**src/shared/las_pkg.sv**
```systemverilog
// Constants and types shared by the link alias and status register slice
package las_pkg;

  // Register offsets
  localparam logic [7:0] LAS_OFS_TARGET   = 8'h07;
  localparam logic [7:0] LAS_OFS_ALIAS    = 8'h08;
  localparam logic [7:0] LAS_OFS_SETUP    = 8'h09;
  localparam logic [7:0] LAS_OFS_CNT_LO   = 8'h0A;
  localparam logic [7:0] LAS_OFS_CNT_HI   = 8'h0B;
  localparam logic [7:0] LAS_OFS_STATUS   = 8'h0C;

  // Reset values, counter step and counter limit
  localparam logic [6:0]  LAS_ADDR_RST    = 7'h00;
  localparam logic [3:0]  LAS_SETUP_RST   = 4'h1;
  localparam logic [15:0] LAS_CNT_RST     = 16'h0000;
  localparam logic [15:0] LAS_CNT_ONE     = 16'h0001;
  localparam logic [15:0] LAS_CNT_MAX     = 16'hFFFF;
  localparam logic [7:0]  LAS_BYTE_ZERO   = 8'h00;

  // Sizes and field positions
  localparam int LAS_PORTS      = 2;
  localparam int LAS_VID_SRC    = 5;
  localparam int LAS_ADDR_LSB   = 1;
  localparam int LAS_ADDR_MSB   = 7;
  localparam int LAS_SETUP_MSB  = 3;
  localparam int LAS_STS_VIDEO  = 6;
  localparam int LAS_STS_LANE   = 5;
  localparam int LAS_STS_LOST   = 4;
  localparam int LAS_STS_STCRC  = 3;
  localparam int LAS_STS_PCLK   = 2;
  localparam int LAS_STS_REMCRC = 1;
  localparam int LAS_STS_LINK   = 0;

  // Acknowledge setup timing at 50 MHz; least times round up
  localparam int LAS_CLK_PERIOD_NS  = 20;
  localparam int LAS_SETUP_NOM_NS   = 80;
  localparam int LAS_SETUP_UNIT_NS  = 640;
  localparam int LAS_SETUP_NOM_CYC  =
    (LAS_SETUP_NOM_NS + LAS_CLK_PERIOD_NS - 1) / LAS_CLK_PERIOD_NS;
  localparam int LAS_SETUP_UNIT_CYC =
    (LAS_SETUP_UNIT_NS + LAS_CLK_PERIOD_NS - 1) / LAS_CLK_PERIOD_NS;
  localparam int LAS_SETUP_CNT_W    = 10;
  localparam logic [9:0] LAS_SETUP_CNT_ZERO = 10'h000;
  localparam logic [9:0] LAS_SETUP_CNT_ONE  = 10'h001;

  typedef enum logic [1:0] {
    LAS_ACK_IDLE = 2'b00,
    LAS_ACK_WAIT = 2'b01
  } las_ack_state_e;

endpackage

```
**src/core/las_ack_setup.sv**
```systemverilog
// Acknowledge-cycle SDA setup timer used during remote accesses
`timescale 1ns/100ps
module las_ack_setup (
  input  wire logic       core_clk,
  input  wire logic       rst_b,
  input  wire logic       ack_start,
  input  wire logic [3:0] setup_field,
  output logic            setup_busy,
  output logic            setup_done
);

  typedef struct packed {
    las_pkg::las_ack_state_e            state;
    logic [las_pkg::LAS_SETUP_CNT_W-1:0] cnt;
    logic                               busy;
    logic                               done;
  } las_ack_s;

  las_ack_s st_reg;
  las_ack_s st_next;

  // Whole setup in cycles: nominal part plus field times the unit step
  function automatic logic [las_pkg::LAS_SETUP_CNT_W-1:0] setup_cycles(input logic [3:0] f);
    setup_cycles = las_pkg::LAS_SETUP_CNT_W'(las_pkg::LAS_SETUP_NOM_CYC)
                 + las_pkg::LAS_SETUP_CNT_W'(f)
                 * las_pkg::LAS_SETUP_CNT_W'(las_pkg::LAS_SETUP_UNIT_CYC);
  endfunction

  always_comb begin
    st_next      = st_reg;
    st_next.done = 1'b0;
    case (st_reg.state)
      las_pkg::LAS_ACK_IDLE: begin
        if (ack_start) begin
          st_next.cnt   = setup_cycles(setup_field) - las_pkg::LAS_SETUP_CNT_ONE;
          st_next.busy  = 1'b1;
          st_next.state = las_pkg::LAS_ACK_WAIT;
        end
      end
      las_pkg::LAS_ACK_WAIT: begin
        if (st_reg.cnt == las_pkg::LAS_SETUP_CNT_ZERO) begin
          st_next.busy  = 1'b0;
          st_next.done  = 1'b1;
          st_next.state = las_pkg::LAS_ACK_IDLE;
        end else begin
          st_next.cnt = st_reg.cnt - las_pkg::LAS_SETUP_CNT_ONE;
        end
      end
      default: begin
        st_next.state = las_pkg::LAS_ACK_IDLE;
        st_next.busy  = 1'b0;
      end
    endcase
  end

  always_ff @(posedge core_clk) begin
    if (!rst_b) begin
      st_reg <= '{state: las_pkg::LAS_ACK_IDLE, cnt: las_pkg::LAS_SETUP_CNT_ZERO,
                  busy: 1'b0, done: 1'b0};
    end else begin
      st_reg <= st_next;
    end
  end

  assign setup_busy = st_reg.busy;
  assign setup_done = st_reg.done;
endmodule // las_ack_setup

```
**src/core/las_regs.sv**
```systemverilog
// Remote alias decoder, ack setup control, back-channel CRC counter and general status
//
// Function
// Nonzero alias match forwards with target address
// Alias zero disables remote target decoding
// Port-select bit banks per-port registers
// Ack setup lengthened by field times 640ns
// Field zero gives nominal 80ns setup
// 16-bit CRC count, low then high
// Counter clears only by error-clear control
// Status bit 6 ORs video errors
// Status bit 5 ORs lane errors
// Link-lost sticky until error clear
// Self-test CRC flag cleared by restart/clear
// Bit 2 shows selected port pixel clock
// Remote CRC flag cleared by loss/clear
// Bit 0 shows selected port link
// Per-port 7-bit remote target address held
// Reserved bits read zero, writes ignored
`timescale 1ns/100ps
module las_regs (
  input  wire logic        core_clk,
  input  wire logic        rst_b,
  input  wire logic        reg_wr_en,
  input  wire logic        reg_rd_en,
  input  wire logic [7:0]  reg_addr,
  input  wire logic [7:0]  reg_wdata,
  output logic      [7:0]  reg_rdata,
  output logic             reg_rvalid,
  input  wire logic        second_port_select,
  input  wire logic        error_clear,
  input  wire logic        i2c_addr_valid,
  input  wire logic [6:0]  i2c_addr,
  output logic             fwd_valid,
  output logic             fwd_port,
  output logic      [6:0]  fwd_target_addr,
  input  wire logic        remote_access,
  input  wire logic        ack_start,
  output logic             ack_setup_busy,
  output logic             ack_setup_done,
  input  wire logic [9:0]  video_err,
  input  wire logic [1:0]  lane_sync_err,
  input  wire logic [1:0]  lane_fault,
  input  wire logic [1:0]  link_detect,
  input  wire logic [1:0]  link_lost_evt,
  input  wire logic [1:0]  bc_crc_evt,
  input  wire logic [1:0]  selftest_restart,
  input  wire logic [1:0]  selftest_crc_evt,
  input  wire logic [1:0]  remote_crc_evt,
  input  wire logic [1:0]  pclk_valid
);

  localparam int NP = las_pkg::LAS_PORTS;

  typedef struct packed {
    logic [NP-1:0][6:0]  alias_id;
    logic [NP-1:0][6:0]  target_id;
    logic [3:0]          setup;
    logic [NP-1:0][15:0] crc_cnt;
    logic [NP-1:0]       link_lost;
    logic [NP-1:0]       st_crc;
    logic [NP-1:0]       rem_crc;
    logic [7:0]          rdata;
    logic                rvalid;
    logic                fwd_valid;
    logic                fwd_port;
    logic [6:0]          fwd_addr;
  } las_state_s;

  las_state_s st_reg;
  las_state_s st_next;

  // Shared by the write path and the assertions
  function automatic logic hits(input logic [7:0] a, input logic [7:0] ofs);
    hits = (a == ofs);
  endfunction

  function automatic logic [7:0] addr_byte(input logic [6:0] a);
    addr_byte = {a, 1'b0};
  endfunction

  // Both ports decode; port 0 wins if both aliases happen to match
  function automatic logic alias_match(input logic [6:0] al, input logic [6:0] a);
    alias_match = (al != las_pkg::LAS_ADDR_RST) && (al == a);
  endfunction

  logic       sel;
  logic [7:0] status_byte;
  logic [7:0] rd_mux;

  assign sel = second_port_select;

  always_comb begin
    status_byte = las_pkg::LAS_BYTE_ZERO;
    status_byte[las_pkg::LAS_STS_VIDEO]  = |video_err;
    status_byte[las_pkg::LAS_STS_LANE]   = |{lane_sync_err, lane_fault};
    status_byte[las_pkg::LAS_STS_LOST]   = st_reg.link_lost[sel];
    status_byte[las_pkg::LAS_STS_STCRC]  = st_reg.st_crc[sel];
    status_byte[las_pkg::LAS_STS_PCLK]   = pclk_valid[sel];
    status_byte[las_pkg::LAS_STS_REMCRC] = st_reg.rem_crc[sel];
    status_byte[las_pkg::LAS_STS_LINK]   = link_detect[sel];
  end

  always_comb begin
    rd_mux = las_pkg::LAS_BYTE_ZERO;
    case (reg_addr)
      las_pkg::LAS_OFS_TARGET: rd_mux = addr_byte(st_reg.target_id[sel]);
      las_pkg::LAS_OFS_ALIAS:  rd_mux = addr_byte(st_reg.alias_id[sel]);
      las_pkg::LAS_OFS_SETUP:  rd_mux = {4'h0, st_reg.setup};
      las_pkg::LAS_OFS_CNT_LO: rd_mux = st_reg.crc_cnt[sel][7:0];
      las_pkg::LAS_OFS_CNT_HI: rd_mux = st_reg.crc_cnt[sel][15:8];
      las_pkg::LAS_OFS_STATUS: rd_mux = status_byte;
      default:                 rd_mux = las_pkg::LAS_BYTE_ZERO;
    endcase
  end

  always_comb begin
    logic clr;
    clr = 1'b0;
    st_next           = st_reg;
    st_next.rvalid    = reg_rd_en;
    st_next.rdata     = reg_rd_en ? rd_mux : st_reg.rdata;
    st_next.fwd_valid = 1'b0;

    // Target and alias writes reach only the copy that the port select points at; setup has one copy
    if (reg_wr_en) begin
      if (hits(reg_addr, las_pkg::LAS_OFS_TARGET)) begin
        st_next.target_id[sel] = reg_wdata[las_pkg::LAS_ADDR_MSB:las_pkg::LAS_ADDR_LSB];
      end
      if (hits(reg_addr, las_pkg::LAS_OFS_ALIAS)) begin
        st_next.alias_id[sel] = reg_wdata[las_pkg::LAS_ADDR_MSB:las_pkg::LAS_ADDR_LSB];
      end
      if (hits(reg_addr, las_pkg::LAS_OFS_SETUP)) begin
        st_next.setup = reg_wdata[las_pkg::LAS_SETUP_MSB:0];
      end
    end

    if (i2c_addr_valid) begin
      if (alias_match(st_reg.alias_id[0], i2c_addr)) begin
        st_next.fwd_valid = 1'b1;
        st_next.fwd_port  = 1'b0;
        st_next.fwd_addr  = st_reg.target_id[0];
      end else if (alias_match(st_reg.alias_id[1], i2c_addr)) begin
        st_next.fwd_valid = 1'b1;
        st_next.fwd_port  = 1'b1;
        st_next.fwd_addr  = st_reg.target_id[1];
      end
    end

    // An event with a clear in the same cycle sets the flag, and the counter restarts at one
    for (int p = 0; p < NP; p++) begin
      clr = error_clear && (sel == 1'(p));
      if (bc_crc_evt[p]) begin
        if (clr) begin
          st_next.crc_cnt[p] = las_pkg::LAS_CNT_ONE;
        end else if (st_reg.crc_cnt[p] != las_pkg::LAS_CNT_MAX) begin
          st_next.crc_cnt[p] = st_reg.crc_cnt[p] + las_pkg::LAS_CNT_ONE;
        end
      end else if (clr) begin
        st_next.crc_cnt[p] = las_pkg::LAS_CNT_RST;
      end
      st_next.link_lost[p] = link_lost_evt[p] || (st_reg.link_lost[p] && !clr);
      st_next.st_crc[p]    = selftest_crc_evt[p]
                          || (st_reg.st_crc[p] && !clr && !selftest_restart[p]);
      st_next.rem_crc[p]   = remote_crc_evt[p]
                          || (st_reg.rem_crc[p] && !clr && !link_lost_evt[p]);
    end
  end

  always_ff @(posedge core_clk) begin
    if (!rst_b) begin
      st_reg <= '{alias_id:  {NP{las_pkg::LAS_ADDR_RST}},
                  target_id: {NP{las_pkg::LAS_ADDR_RST}},
                  setup:     las_pkg::LAS_SETUP_RST,
                  crc_cnt:   {NP{las_pkg::LAS_CNT_RST}},
                  link_lost: '0,
                  st_crc:    '0,
                  rem_crc:   '0,
                  rdata:     las_pkg::LAS_BYTE_ZERO,
                  rvalid:    1'b0,
                  fwd_valid: 1'b0,
                  fwd_port:  1'b0,
                  fwd_addr:  las_pkg::LAS_ADDR_RST};
    end else begin
      st_reg <= st_next;
    end
  end

  // Ack setup only matters while a remote access owns the bus
  las_ack_setup u_ack_setup (
    .core_clk    (core_clk),
    .rst_b       (rst_b),
    .ack_start   (ack_start && remote_access),
    .setup_field (st_reg.setup),
    .setup_busy  (ack_setup_busy),
    .setup_done  (ack_setup_done)
  );

  assign reg_rdata       = st_reg.rdata;
  assign reg_rvalid      = st_reg.rvalid;
  assign fwd_valid       = st_reg.fwd_valid;
  assign fwd_port        = st_reg.fwd_port;
  assign fwd_target_addr = st_reg.fwd_addr;
endmodule // las_regs

```
**config.mk**
```make
export PLATFORM = sky130hd
export DESIGN_NAME = las_regs
export DESIGN_NICKNAME = d
export VERILOG_FILES = /design/src/shared/las_pkg.sv /design/src/core/las_ack_setup.sv /design/src/core/las_regs.sv
export SDC_FILE = /design/constraint.sdc
export NUM_CORES = 1
export LEC_CHECK = 0
export BUFFER_PORTS_ARGS = -buffer_cell sky130_fd_sc_hd__buf_2
export CORE_MARGIN = 8
export CORE_UTILIZATION = 47
export DETAILED_ROUTE_END_ITERATION = 8
export PLACE_DENSITY = 0.72
export REMOVE_ABC_BUFFERS = 1
export SETUP_SLACK_MARGIN = 0.02
export SLEW_MARGIN = 20
export SYNTH_ARGS = -nofsm -noshare
export SYNTH_HDL_FRONTEND = slang
export SYNTH_SLANG_ARGS = --single-unit
```
**constraint.sdc**
```tcl
create_clock -name core_clk -period 1.9 [get_ports core_clk]
set_input_delay 0.38 -clock core_clk [delete_from_list [all_inputs] [get_ports core_clk]]
set_output_delay 0.38 -clock core_clk [all_outputs]
set_load 0.01 [all_outputs]
```
* Yosys cells after proc, flatten, opt, wreduce, memory -nomap -nowiden
Cells that the tools add are included.
** Storage, ports and cells
- Register bits :: 102
- Input port bits :: 60
- Output and inout bits :: 20
- Logic and storage cells :: 129
** Cells by class
- Add/sub/neg operators :: 5
- $lt $le $gt $ge :: 2
- Equal/unequal tests :: 14
- Multiplexer cells :: 38
- Bitwise operators :: 1
- Reductions and logical operators :: 50
** Operator list (number)
- two-way mux 16 bit :: 10
- one-hot mux 8 bit (6 select lines) :: 1
- equality test 8 x 4 -> 1 bit (second input constant) :: 5
- two-way mux 7 bit :: 5
- adder 16 x 1 -> 16 bit (second input constant) :: 2
- != test 16 bit (second input constant) :: 2
- bitwise mux 14 bit :: 2
- one-hot mux 10 bit (2 select lines) :: 1
- subtractor 10 x 1 -> 10 bit (second input constant) :: 2
- two-way mux 9 bit :: 2
- AND reduction 2 bit :: 9
- logical AND 1 bit :: 16
- equality test 7 bit :: 2
- nonzero test 7 bit :: 2
- two-way mux 13 bit :: 1
- nonzero test 2 bit :: 6
- adder 3 x 9 -> 10 bit (first input constant) :: 1
- logical NOT 10 bit :: 1
- two-way mux 1 bit :: 10
- two-way mux 10 bit :: 1
- OR reduction 10 bit :: 1
- equality test 8 x 3 -> 1 bit (second input constant) :: 1
- demux 7 bit (select 1 bit) :: 1
- logical NOT 1 bit :: 6
- other kinds (13) :: 20

* Logic depth before layout (Yosys ltp)
- Word-level depth :: 6
- Mapped depth :: 8
- Depth with buffers taken out :: 7

* Cells and area by module
Synthesis repeated with hierarchy kept, for this count alone.
** Second synthesis, totals
- Cell total of the unflattened synthesis :: 653
- Area total of the unflattened synthesis :: 5561.6 um2
** By module, submodules not included
- las_regs :: times used 1, cells an instance 574, area an instance 4853.4 um2, seq. area each 1761.7 um2
- las_ack_setup :: times used 1, cells an instance 79, area an instance 708.2 um2, seq. area each 240.2 um2

* Worst setup path after synthesis
OpenSTA, ideal clock, no wires.
- Path type :: register -> register
- Start :: register st_reg[40] (netlist bit)
- End :: register st_reg[55] (netlist bit)
- Library setup time :: 70 ps
- Arrival time :: 1859 ps
- Data required time :: 1830 ps
- Path slack :: -29 ps
- Cell stages (with the launch flop) :: 7
- Buffers on the path :: 0
- Period minus slack after synthesis :: 1929 ps
- Cell sequence :: dfxtp_1 ha_1 and4_1 nand3_1 or3b_1 or4_1 a21oi_1
** Between the ends
- Cells in the longest elaborated chain, start to end :: 4
- Elaborated cells on any way between the ends :: 7
- Classes of those cells :: add/sub (1); eq/ne (1); mux (3); reduce/logical (2)
** RTL lines
- from (decl) :: line las_regs.sv:70 : las_state_s st_reg;
- from (signal assigned) :: line las_regs.sv:172 : st_reg <= '{alias_id: {NP{las_pkg::LAS_ADDR_RST}},
- from (signal assigned) :: line las_regs.sv:185 : st_reg <= st_next;
- adder 16 x 1 -> 16 bit :: line las_regs.sv:157 : st_next.crc_cnt[p] = st_reg.crc_cnt[p] + las_pkg::LAS_CNT_ONE;
- two-way mux 16 bit :: line las_regs.sv:156 : end else if (st_reg.crc_cnt[p] != las_pkg::LAS_CNT_MAX) begin
- two-way mux 16 bit :: line las_regs.sv:154 : if (clr) begin
- two-way mux 16 bit :: line las_regs.sv:153 : if (bc_crc_evt[p]) begin
Parallel ways exist; a longest one is shown, timed or not. The select of a mux whose other input is x is not followed.
A chain may end at the register's enable or synchronous reset.

* Worst setup path after layout
- Start :: register u_ack_setup.st_reg[4] (netlist bit)
- End :: register u_ack_setup.st_reg[9] (netlist bit)
** Between the ends
- Cells in the longest elaborated chain, start to end :: 3
- Elaborated cells on any way between the ends :: 6
- Classes of those cells :: add/sub (1); eq/ne (1); mux (2); reduce/logical (2)
** RTL lines
- from (decl) :: line las_ack_setup.sv:19 : las_ack_s st_reg;
- from (signal assigned) :: line las_ack_setup.sv:58 : st_reg <= '{state: las_pkg::LAS_ACK_IDLE, cnt: las_pkg::LAS_SETUP_CNT_ZERO,
- from (signal assigned) :: line las_ack_setup.sv:61 : st_reg <= st_next;
- subtractor 10 x 1 -> 10 bit or logical NOT 10 bit (tied branches) :: line las_ack_setup.sv:46, las_ack_setup.sv:41
- two-way mux 10 bit or != test 2 bit (tied branches)
- one-hot mux 10 bit (2 select lines) or AND reduction 3 bit (tied branches)
Parallel ways exist; a longest one is shown, timed or not. The select of a mux whose other input is x is not followed.

==> impl_metrics.tcl <==
set metrics [dict create \
    status "finished with violations" \
    violations "setup timing" \
    r2r_start "u_ack_setup.st_reg[4]" \
    dp.final_hpwl_um 12100 \
    dieArea_sq_um 14900 \
    clockBufferDepth 2 \
    grt_max_degree 31 \
    core-area_sq_um 10900 \
    largest_register_ffs 70 \
    setup_viol 2 \
    hold_viol 0 \
    drc 0 \
    yosysSeqAreaShare 0.379 \
    grt-ovfl-total 0 \
    drv_slew 0 \
    post-route-period-util 1.03 \
    syn2layout_area_growth_pct 22.6 \
    drt.antenna.violating_nets 0 \
    holdCritPathClass "in2reg" \
    rsz0062_at_grt "yes" \
    io_buffers 79 \
    seq_area_sq_um 2020 \
    finalClockSkew_ns 0.00996 \
    cts_root_buf "clkbuf_8" \
    syn_avg_cell_area_sq_um 8.64 \
    antennaDiodeCount 0 \
    worst-r2r-setup-slack_ns -0.05 \
    layout_min_cycle_time_ns 1.95 \
    io_pins 80 \
    vias 5063 \
    endpoint_kind "flip-flop" \
    drive_gt1_frac 0.309 \
    critPathLaunchType "flip-flop" \
    endpoint "u_ack_setup.st_reg[9]" \
    multi_input_area_sq_um 3130 \
    worstPathRequired_ns 2.21 \
    worst_r2r_path_depth 5 \
    cp_max_fo 4 \
    p_per_area_nw_per_um2 630 \
    yosysUniqueCellTypes 67 \
    power.leakage_nw 2.67 \
    critPathKind "reg2reg" \
    whs_ns 0.217 \
    antenna_found_initial 0 \
    synth_edf_count 0 \
    cts_hold_buf 0 \
    ys_ff_latch 100 \
    cp.arrival_ns 2.26 \
    initial_core_util 0.485 \
    syn_inst 611 \
    cp-startpoint "u_ack_setup.st_reg[4]" \
    fmax_mhz 512 \
    die_w_um 122 \
    max-cap-violations 0 \
    n_fill_cell 971 \
    cts_tree "yes" \
    r2r-end "u_ack_setup.st_reg[9]" \
    rows 38 \
    peakVddDrop_mv 0.335 \
    wl_um 15800 \
    drt-wirelength-per-cell_um 18.3 \
    relSlewSlack 0.713 \
    post-place-cells 842 \
    numCtsBuffers 9 \
    path_clk_slew_ns 0.09 \
    gp_congestion 0.909 \
    htreeDepth 3 \
    finalWorstSetupSlack_ns -0.0542 \
    ys_warn_count 0 \
    dominantRegCellSynth "dfxtp_1" \
    insertion_delay_ns 0.37 \
    grt_pass1_wl_um 24900 \
    die_h_um 122 \
    drt_iter0_drc 279 \
    viasPerCell 5.87 \
    fin_cells 862 \
    final_nets 781 \
    grt.total_usage 0.208 \
    synth_area_sq_um 5280 \
    tightest_slew_ns 0.425 \
    cts.sinks 100 \
    ys_async_sr_fraction 0 \
    grt_pass1_vias 4965 \
    drtPass1Iterations 4 \
]
-- synth_stat cells (3+ instances only) --
library cell / number / area, sq um
a211oi_1: 5 / 37.5
a21oi_1: 24 / 120
a221oi_1: 13 / 114
a22o_1: 8 / 70.1
a22oi_1: 5 / 37.5
a31oi_1: 9 / 56.3
a32o_1: 4 / 40.0
and2_1: 3 / 18.8
and3_1: 4 / 25.0
and4_1: 6 / 52.6
buf_2: 7 / 35.0
buf_4: 16 / 120
clkbuf_1: 23 / 86.3
dfxtp_1: 100 / 2000
ha_1: 4 / 50.1
inv_1: 27 / 101
mux2_2: 8 / 90.1
mux2i_1: 42 / 420
nand2_1: 40 / 150
nand2b_1: 11 / 68.8
nand3_1: 15 / 75.1
nand4_1: 5 / 31.3
nor2_1: 74 / 278
nor3_1: 6 / 30.0
nor4_1: 7 / 43.8
o2111ai_1: 12 / 105
o211ai_1: 9 / 67.6
o21a_1: 5 / 37.5
o21ai_0: 26 / 130
o21ai_1: 4 / 20.0
or3_1: 8 / 50.1
or4_1: 10 / 75.1
xnor2_1: 17 / 149
xor2_1: 15 / 131
-- power breakdown --
group	switching [W]	internal (W)
sequential	0.0000363	0.00215
clock	0.000743	0.000479
combinational	0.000361	0.000314
total	0.00114	0.00294
-- what timing repair did --
item                                    in CTS  in global routing
buffers inserted                             1                  2
pin swaps                                    4                 12
gates cloned                                 1                  0
resized for setup                           14                 47
endpoints found under the setup margin      11                 31
-- through the flow --
stage	worst slack [ns]	cell area (sq um)	utilization	setup TNS, ns	total power (W)
floorplan	-1.10	5030	-	-26.58	0.00253
global placement	-0.00542	6060	0.557	-0.00863	0.00279
detailed placement	-0.0574	6060	0.557	-0.485	0.00281
CTS	-0.0306	6300	0.579	-0.0306	0.00405
global route	-0.108	6470	0.595	-0.234	0.00426
finish	-0.0542	6470	0.595	-0.0870	0.00408
-- how the worst min path moves through the flow --
stage / startpoint / to / slack, ns / depth (start not counted)
finish: remote_crc_evt[0] / st_reg[18] / 0.22 / 3
global route: remote_crc_evt[0] / st_reg[18] / 0.21 / 3
CTS: remote_crc_evt[0] / st_reg[18] / 0.20 / 3
detailed placement: fwd_target_addr[0] / fwd_target_addr[0] / 0.46 / 2
global placement: fwd_target_addr[2] / fwd_target_addr[2] / 0.45 / 2
floorplan: rst_b / st_reg[56] / 0.44 / 1
-- critical path, cell delays in order (launching register included) --
cell	delay, ns
dfxtp_1	0.32
or3_4	0.40
or4b_4	0.57
or3_4	0.35
a21oi_2	0.14
o21a_1	0.13
-- cells in the final DEF (no fill, tap or decap), types with 17 or more instances in the layout --
cell and n:
a21oi_1 22, buf_2 80, buf_4 60, dfxtp_1 88, inv_1 25, mux2i_1 42
nand2_1 39, nor2_1 73, o21ai_0 22, xnor2_1 17
-- logic make-up (layout without fill, tap and decap cells) --
family / Yosys count / count (layout) / share of synthesized area
flip-flops: 100 / 100 / 0.379
buffers and inverters: 75 / 186 / 0.0678
AND/OR/NAND/NOR: 210 / 210 / 0.207
AO/OA/AOI/OAI: 139 / 139 / 0.183
adder cells (fa/ha/maj): 4 / 4 / 0.00948
XOR/XNOR: 32 / 32 / 0.0531
multiplexers: 51 / 51 / 0.101
-- cell type report --
type	count	area share
inverter	28	0.0162
multi-input combinational	436	0.484
clock inverter	5	0.00599
sequential	100	0.311
clock buffer	11	0.0203
timing repair buffer	142	0.135
tap	140	0.0271
-- routing by layer --
| metal | global-route usage | share of wire |
|---|---|---|
| met5 | 0 | 0 |
| met4 | 0.0918 | 0.030 |
| met3 | 0.0338 | 0.062 |
| met1 | 0.253 | 0.42 |
| met2 | 0.353 | 0.49 |
(Power assumes the default switching activity.)
